$ cat src/fdp_defs.vh
// constants for the flash and debug protection control block
`ifndef FDP_DEFS_VH
`define FDP_DEFS_VH
`define FDP_MODE_W      2
`define FDP_MODE_OPEN   2'h0
`define FDP_MODE_PROT   2'h1
`define FDP_MODE_KILL   2'h2
`define FDP_ROWS        32
`define FDP_ROW_W       5
`define FDP_OP_W        2
`define FDP_OP_READ     2'h0
`define FDP_OP_WRITE    2'h1
`define FDP_OP_ERASE    2'h2
`define FDP_OP_ALLERASE 2'h3
`define FDP_DBG_INIT    1'b1
`define FDP_SEC_INIT    1'b0
`define FDP_ERASED_INIT 1'b1
`endif

$ cat src/fdp_flag_cell.v
// one protection flag kept across reset, set and clear by request
`timescale 1ns/1ps
module fdp_flag_cell (
  input  wire sys_clk,
  input  wire setReq,
  input  wire clrReq,
  input  wire resetVal,
  input  wire loadInit,
  output reg  flag_q
);
  always @(posedge sys_clk) begin
    if (loadInit) begin
      flag_q <= resetVal;
    end else if (setReq) begin
      flag_q <= 1'b1;
    end else if (clrReq) begin
      flag_q <= 1'b0;
    end
  end
endmodule // fdp_flag_cell

$ cat src/fdp_protect_ctrl.v
// flash and debug protection mode controller
// Contract
// - leaves reset in open mode, debug usable
// - user may go open to protected
// - protected mode blocks debug port access
// - protected to open only after full erase
// - user may go open to kill
// - kill mode refuses every debug access
// - kill mode rejects external erase requests
// - kill mode is never left; here nvInit still reloads open mode
// - per-row write block and read block
// - internal system-call flash ops always allowed
// - debug on by default, firmware only disables
// - debug re-enable needs erase, unprotect, firmware
// - maximum security disables all external interfaces
`timescale 1ns/1ps
`include "fdp_defs.vh"
module fdp_protect_ctrl (
  input  wire                   sys_clk,
  input  wire                   rst_n,
  input  wire                   nvInit,
  input  wire                   modeWe,
  input  wire [`FDP_MODE_W-1:0] modeReq,
  input  wire                   fwDbgOff,
  input  wire                   fwDbgOn,
  input  wire                   secEnable,
  input  wire                   rowCfgWe,
  input  wire [`FDP_ROW_W-1:0]  rowCfgRow,
  input  wire                   rowCfgRd,
  input  wire                   rowCfgWr,
  input  wire                   dbgReq,
  input  wire                   extReq,
  input  wire [`FDP_OP_W-1:0]   extOp,
  input  wire [`FDP_ROW_W-1:0]  extRow,
  input  wire                   sysReq,
  input  wire [`FDP_OP_W-1:0]   sysOp,
  input  wire [`FDP_ROW_W-1:0]  sysRow,
  output reg  [`FDP_MODE_W-1:0] mode_q,
  output reg                    dbgEnable_q,
  output reg                    secLocked_q,
  output reg                    dbgGrant_q,
  output reg                    extGrant_q,
  output reg                    extReject_q,
  output reg                    sysGrant_q,
  output reg  [`FDP_OP_W-1:0]   flashOp_q,
  output reg  [`FDP_ROW_W-1:0]  flashRow_q,
  output reg                    flashGo_q,
  output reg                    flashErased_q
);
  ////////////////////////////////////////////////////////////////////////////
  // mode transitions
  localparam [`FDP_MODE_W-1:0] MODE_OPEN = `FDP_MODE_OPEN;
  localparam [`FDP_MODE_W-1:0] MODE_PROT = `FDP_MODE_PROT;
  localparam [`FDP_MODE_W-1:0] MODE_KILL = `FDP_MODE_KILL;
  reg  [`FDP_MODE_W-1:0] mode_d;
  wire                   fullErase;
  wire                   extOk;
  wire                   isOpen   = (mode_q == MODE_OPEN);
  wire                   isProt   = (mode_q == MODE_PROT);
  wire                   isKill   = (mode_q == MODE_KILL);
  wire                   wantOpen = modeWe && (modeReq == MODE_OPEN);
  wire                   wantProt = modeWe && (modeReq == MODE_PROT);
  wire                   wantKill = modeWe && (modeReq == MODE_KILL);

  // kill has no way out; protect reopens only on blank flash
  always @* begin
    mode_d = mode_q;
    case (mode_q)
      MODE_OPEN: begin
        if (wantProt) begin
          mode_d = MODE_PROT;
        end else if (wantKill) begin
          mode_d = MODE_KILL;
        end else begin
          mode_d = MODE_OPEN;
        end
      end
      MODE_PROT: begin
        if (wantOpen && flashErased_q) begin
          mode_d = MODE_OPEN;
        end else begin
          mode_d = MODE_PROT;
        end
      end
      MODE_KILL: begin
        mode_d = MODE_KILL;
      end
      default: begin
        mode_d = mode_q;
      end
    endcase
  end

  // nvInit marks power-on; rst_n alone keeps state (nonvolatile)
  always @(posedge sys_clk) begin
    if (nvInit) begin
      mode_q <= MODE_OPEN;
    end else begin
      mode_q <= mode_d;
    end
  end
  ////////////////////////////////////////////////////////////////////////////
  // erase tracking: erased flag set by full erase, cleared by any write
  reg  flashErased_d;
  wire sysWrite     = sysReq && (sysOp == `FDP_OP_WRITE);
  wire extWrite     = extOk && (extOp == `FDP_OP_WRITE);
  wire sysFullErase = sysReq && (sysOp == `FDP_OP_ALLERASE);
  wire extFullErase = extOk && (extOp == `FDP_OP_ALLERASE);
  assign fullErase = sysFullErase || extFullErase;

  // a full erase outranks a write in the same cycle
  always @* begin
    if (fullErase) begin
      flashErased_d = 1'b1;
    end else if (sysWrite || extWrite) begin
      flashErased_d = 1'b0;
    end else begin
      flashErased_d = flashErased_q;
    end
  end

  always @(posedge sys_clk) begin
    if (nvInit) begin
      flashErased_q <= `FDP_ERASED_INIT;
    end else begin
      flashErased_q <= flashErased_d;
    end
  end
  ////////////////////////////////////////////////////////////////////////////
  // debug enable and device security
  wire dbgFlag;
  wire secFlag;
  wire dbgOnOk = fwDbgOn && flashErased_q &&
                 (mode_q == `FDP_MODE_OPEN);
  fdp_flag_cell uDbg (
    .sys_clk  (sys_clk),
    .setReq   (dbgOnOk),
    .clrReq   (fwDbgOff),
    .resetVal (`FDP_DBG_INIT),
    .loadInit (nvInit),
    .flag_q   (dbgFlag)
  );
  fdp_flag_cell uSec (
    .sys_clk  (sys_clk),
    .setReq   (secEnable),
    .clrReq   (1'b0),
    .resetVal (`FDP_SEC_INIT),
    .loadInit (nvInit),
    .flag_q   (secFlag)
  );
  ////////////////////////////////////////////////////////////////////////////
  // row protection
  wire extRdBlk;
  wire extWrBlk;
  fdp_row_guard uRows (
    .sys_clk  (sys_clk),
    .loadInit (nvInit),
    .clrAll   (fullErase),
    .cfgWe    (rowCfgWe),
    .cfgRow   (rowCfgRow),
    .cfgRdBlk (rowCfgRd),
    .cfgWrBlk (rowCfgWr),
    .chkRow   (extRow),
    .rowRdBlk (extRdBlk),
    .rowWrBlk (extWrBlk)
  );
  ////////////////////////////////////////////////////////////////////////////
  // access gating
  wire portOpen = !secFlag && dbgFlag && isOpen;
  reg  rowOk;
  reg  killEr;
  reg  protEr;

  always @* begin
    rowOk  = 1'b1;
    killEr = 1'b0;
    protEr = 1'b0;
    case (extOp)
      `FDP_OP_READ: begin
        rowOk = !extRdBlk;
      end
      `FDP_OP_WRITE: begin
        rowOk = !extWrBlk;
      end
      `FDP_OP_ERASE: begin
        killEr = isKill;
      end
      `FDP_OP_ALLERASE: begin
        killEr = isKill;
        protEr = isProt && !secFlag;
      end
    endcase
  end
  assign extOk = extReq && !killEr && ((portOpen && rowOk) || protEr);
  ////////////////////////////////////////////////////////////////////////////
  // next output values
  reg                   dbgEnable_d;
  reg                   secLocked_d;
  reg                   dbgGrant_d;
  reg                   extGrant_d;
  reg                   extReject_d;
  reg                   sysGrant_d;
  reg                   flashGo_d;
  reg [`FDP_OP_W-1:0]   flashOp_d;
  reg [`FDP_ROW_W-1:0]  flashRow_d;

  always @* begin
    dbgEnable_d = portOpen;
    secLocked_d = secFlag;
    dbgGrant_d  = dbgReq && portOpen;
    extGrant_d  = extOk;
    extReject_d = extReq && !extOk;
    sysGrant_d  = sysReq;
    flashGo_d   = sysReq || extOk;
  end

  // system calls win the flash command when both arrive together
  always @* begin
    if (sysReq) begin
      flashOp_d  = sysOp;
      flashRow_d = sysRow;
    end else if (extOk) begin
      flashOp_d  = extOp;
      flashRow_d = extRow;
    end else begin
      flashOp_d  = flashOp_q;
      flashRow_d = flashRow_q;
    end
  end
  ////////////////////////////////////////////////////////////////////////////
  // output registers, cleared by the system reset only
  always @(posedge sys_clk) begin
    if (!rst_n) begin
      dbgEnable_q <= 1'b0;
    end else begin
      dbgEnable_q <= dbgEnable_d;
    end
  end

  always @(posedge sys_clk) begin
    if (!rst_n) begin
      secLocked_q <= 1'b0;
    end else begin
      secLocked_q <= secLocked_d;
    end
  end

  always @(posedge sys_clk) begin
    if (!rst_n) begin
      dbgGrant_q <= 1'b0;
    end else begin
      dbgGrant_q <= dbgGrant_d;
    end
  end

  always @(posedge sys_clk) begin
    if (!rst_n) begin
      extGrant_q <= 1'b0;
    end else begin
      extGrant_q <= extGrant_d;
    end
  end

  always @(posedge sys_clk) begin
    if (!rst_n) begin
      extReject_q <= 1'b0;
    end else begin
      extReject_q <= extReject_d;
    end
  end

  always @(posedge sys_clk) begin
    if (!rst_n) begin
      sysGrant_q <= 1'b0;
    end else begin
      sysGrant_q <= sysGrant_d;
    end
  end

  always @(posedge sys_clk) begin
    if (!rst_n) begin
      flashGo_q <= 1'b0;
    end else begin
      flashGo_q <= flashGo_d;
    end
  end

  always @(posedge sys_clk) begin
    if (!rst_n) begin
      flashOp_q <= `FDP_OP_READ;
    end else begin
      flashOp_q <= flashOp_d;
    end
  end

  always @(posedge sys_clk) begin
    if (!rst_n) begin
      flashRow_q <= {`FDP_ROW_W{1'b0}};
    end else begin
      flashRow_q <= flashRow_d;
    end
  end
endmodule // fdp_protect_ctrl

$ cat src/fdp_row_guard.v
// per-row read and write protection bits with access check
`timescale 1ns/1ps
`include "fdp_defs.vh"
module fdp_row_guard (
  input  wire                   sys_clk,
  input  wire                   loadInit,
  input  wire                   clrAll,
  input  wire                   cfgWe,
  input  wire [`FDP_ROW_W-1:0]  cfgRow,
  input  wire                   cfgRdBlk,
  input  wire                   cfgWrBlk,
  input  wire [`FDP_ROW_W-1:0]  chkRow,
  output wire                   rowRdBlk,
  output wire                   rowWrBlk
);
  reg [`FDP_ROWS-1:0] rdBlk_q;
  reg [`FDP_ROWS-1:0] wrBlk_q;
  always @(posedge sys_clk) begin
    if (loadInit || clrAll) begin
      rdBlk_q <= {`FDP_ROWS{1'b0}};
      wrBlk_q <= {`FDP_ROWS{1'b0}};
    end else if (cfgWe) begin
      rdBlk_q[cfgRow] <= cfgRdBlk;
      wrBlk_q[cfgRow] <= cfgWrBlk;
    end
  end
  assign rowRdBlk = rdBlk_q[chkRow];
  assign rowWrBlk = wrBlk_q[chkRow];
endmodule // fdp_row_guard

$ cat config.mk
export PLATFORM = sky130hd
export DESIGN_NAME = fdp_protect_ctrl
export DESIGN_NICKNAME = d
export VERILOG_FILES = /design/src/fdp_flag_cell.v /design/src/fdp_protect_ctrl.v /design/src/fdp_row_guard.v
export VERILOG_INCLUDE_DIRS = /design/src
export SDC_FILE = /design/constraint.sdc
export NUM_CORES = 1
export LEC_CHECK = 0
export BUFFER_PORTS_ARGS = -buffer_cell sky130_fd_sc_hd__buf_2
export CORE_ASPECT_RATIO = 1.2
export CORE_MARGIN = 2
export CORE_UTILIZATION = 38
export CTS_CLUSTER_DIAMETER = 30
export DETAILED_ROUTE_END_ITERATION = 8
export GPL_TIMING_DRIVEN = 0
export PLACE_DENSITY_LB_ADDON = 0.08
export SYNTH_ARGS = -nofsm -noshare
export SYNTH_HDL_FRONTEND = slang
export SYNTH_SLANG_ARGS = --single-unit
$ cat constraint.sdc
create_clock -name sys_clk -period 2.1 [get_ports sys_clk]
set_input_delay 0.42 -clock sys_clk [delete_from_list [all_inputs] [get_ports sys_clk]]
set_output_delay 0.42 -clock sys_clk [all_outputs]
set_load 0.02 [all_outputs]
==> impl_metrics.ini <==
[grt]
grt_pass1_vias = 3608
gr-usage-met3 = 0.0355
grt_max_degree = 14
antenna_found_initial = 0
grt_pass1_wl_mm = 19.7
grt_busiest_layer = met2
use_met1 = 0.277
use_met2 = 0.371
overflow = 0
grtUsageTotal = 0.216

[final_layout]
final_nets = 592
drive_above_1_share = 0.333
fin_area_um2 = 5390
utilization = 0.510
syn_to_final_growth_pct = 30.0
antennaDiodeCount = 0
layout.cells.non_filler = 687

[worst_setup_path]
worstPathRequired_ps = 2320
critPathArrivalTime_ps = 2520
cp-start-kind = flip-flop
critPathMaxFanout = 5
worst-r2r-setup-slack_ps = -200
critPathCaptureType = flip-flop
critPathKind = flip-flop to flip-flop
r2r_cells = 11

[min_path]
holdPathStages = 2
hp-class = primary input to flip-flop

[cts]
clockRootBuffer = clkbuf_16
cts_sinks = 83
clkLatencyLatePin_ps = 330
cts_tree = done
cts_buffer_depth = 2
numCtsBuffers = 9
htree_levels = 3
cts.clk_slew.worst_paths_ps = 60

[pwr]
ir_drop_uv = 299
power_frac_comb = 0.157
pwr-share-clk = 0.432
p_int_uw = 2960
p_leak_uw = 0.00186
seq_power_share = 0.411
p_total_uw = 3960
p_per_area_nw_per_um2 = 735
switching_share = 0.253
p_sw_uw = 1000

[routing]
ant_nets = 0
avgViaCountPerCell = 5.47
first_pass_iters = 4
routed_wirelength_mm = 12.8
num_vias = 3760
drc = 0
drtIter0Drc = 191
wire_per_inst_um = 18.6

[synth]
ys_async_sr_fraction = 0
avgSynthCellArea_um2 = 8.80
synth_edf_count = 0
synth_mux_area_frac = 0.105
synth_fa_ha_area_frac = 0.0121
yosys_warnings = 0
ys.flop_type = dfxtp_1
yosysSeqAreaShare = 0.401
synth_area_um2 = 4140
synth_top_area_frac = 0.401
ys_types = 44
yosys.area_share.simple = 0.205
synthTopCellsByArea = dfxtp_1 (40%), a21oi_2 (11%), nand2_1 (8.2%)
synth.most_common_cell = nand2_1
synth_xor_area_frac = 0
synth_commonest_cells = nand2_1 (90), dfxtp_1 (83), a21oi_2 (50), o21ai_0 (39), nand3_1 (36)
synth-compound-area-share = 0.219
ys_ff_latch = 83
synth_cells = 471
syn_nets = 509
synth_top_area_cell = dfxtp_1
synth_top_family_by_area = compound AO/OA/AOI/OAI gates

[timing]
finalHoldViolCount = 0
max_freq_mhz = 436
finalCriticalPeriod_ps = 2300
relSlewSlack = 0.617
skew_ps = 5.75
fin_hold_ws_ps = 283
layout_setup_ws_ps = -195
tightest_slew_ps = 574
post-route-period-util = 1.09
rsz0062_at_grt = yes
slew_viol_final = 0
finalSetupViolCount = 60

[floorplanning]
core_area_um2 = 10600
start_util = 0.392
dieArea_um2 = 11800
die-height_um = 118
die_w_um = 99.3
num_rows = 41
boundaryPins = 51

[placement]
place_congestion = 0.837
io_buffers = 46
dpl_cell_area_um2 = 4610
dpl.hpwl_mm = 8.65
place_inst = 646

[status]
failed_checks = setup timing
status = finished with violations

[flow_run]
maxCapViolCount = 0
metrics by stage:
stage,setup TNS (ps),setup WS [ps]
2_1_floorplan,-3300,-153
3_3_place_gp,-23380,-396
3_5_place_dp,-23320,-414
4_1_cts,-6100,-151
5_1_grt,-11810,-270
6_report,-7040,-195
state kept, by name, indices dropped and copies added (netlist names):
register and flops:
flashErased_q 1, secLocked_q 1, sysGrant_q 1, flashRow_q 5, extGrant_q 1, extReject_q 1
dbgGrant_q 1, uDbg.flag_q 1, dbgEnable_q 1, uSec.flag_q 1, uRows.rdBlk_q 32, flashGo_q 1
mode_q 2, flashOp_q 2, uRows.wrBlk_q 32
power groups by stage:
stage               Sequential, µW  Clock [µW]  Combinational, µW
CTS                           1630        1740                611
floorplan                     1690           0                278
finish                        1630        1710                621
detailed placement            1660           0                467
global route                  1630        1790                663
global placement              1660           0                464
metal layers:
metal / share of wire / vias up / wire [µm]
li1: - / 1831 / -
met1: 0.43 / 1826 / 5420
met2: 0.52 / 96 / 6630
met3: 0.047 / 7 / 605
met4: 0.0077 / 0 / 98
met5: 0 / - / 0
critical path, cell delays in order (launching register included):
cell and delay, ps:
dfxtp_2 320, mux4_2 520, nor3b_2 180, a31oi_1 150
nand4_1 140, nand2_1 120, a311o_1 210, buf_6 140
buf_12 130, buf_12 120, buf_16 120, a21oi_2 30
cell families after synthesis:
kind of cell	count (synthesis)
simple gates	184
buf+inv	43
compound gates	131
flops	83
fa+ha+maj	4
mux	26
layout make-up:
type,instances,area (µm²)
Sequential cell,83,1670
Buffer,37,282
Multi-Input combinational cell,345,2320
Timing Repair Buffer,74,622
Clock inverter,5,77.6
Clock buffer,10,239
Fill cell,1008,5180
Inverter,4,15.0
Tap cell,129,161
what timing repair did:
item / CTS / global route
resized for setup: 24 / 14
setup buffers: 17 / 9
endpoints found under the hold margin: 0 / 0
gates cloned: 5 / 2
pin swaps: 3 / 3
setup endpoints to repair: 71 / 73
hold buffers: 0 / 0
placed cells by master, fill, tap and decap left out, types with 23 or more instances in the layout:
| master | n |
|---|---|
| dfxtp_1 | 78 |
| nand2_1 | 88 |
| a21oi_2 | 50 |
| nand3_1 | 36 |
| clkbuf_1 | 25 |
| buf_2 | 47 |
| nor2_1 | 23 |
| o21ai_0 | 39 |
| a21oi_1 | 24 |
final timing paths:
kind | startpoint | end
max | uRows.wrBlk_q[19] | uRows.wrBlk_q[29]
min | dbgReq | dbgGrant_q
max reg2reg | uRows.wrBlk_q[19] | uRows.wrBlk_q[29]
min reg2reg | uRows.wrBlk_q[3] | uRows.wrBlk_q[3]
(Power assumes the default switching activity.)
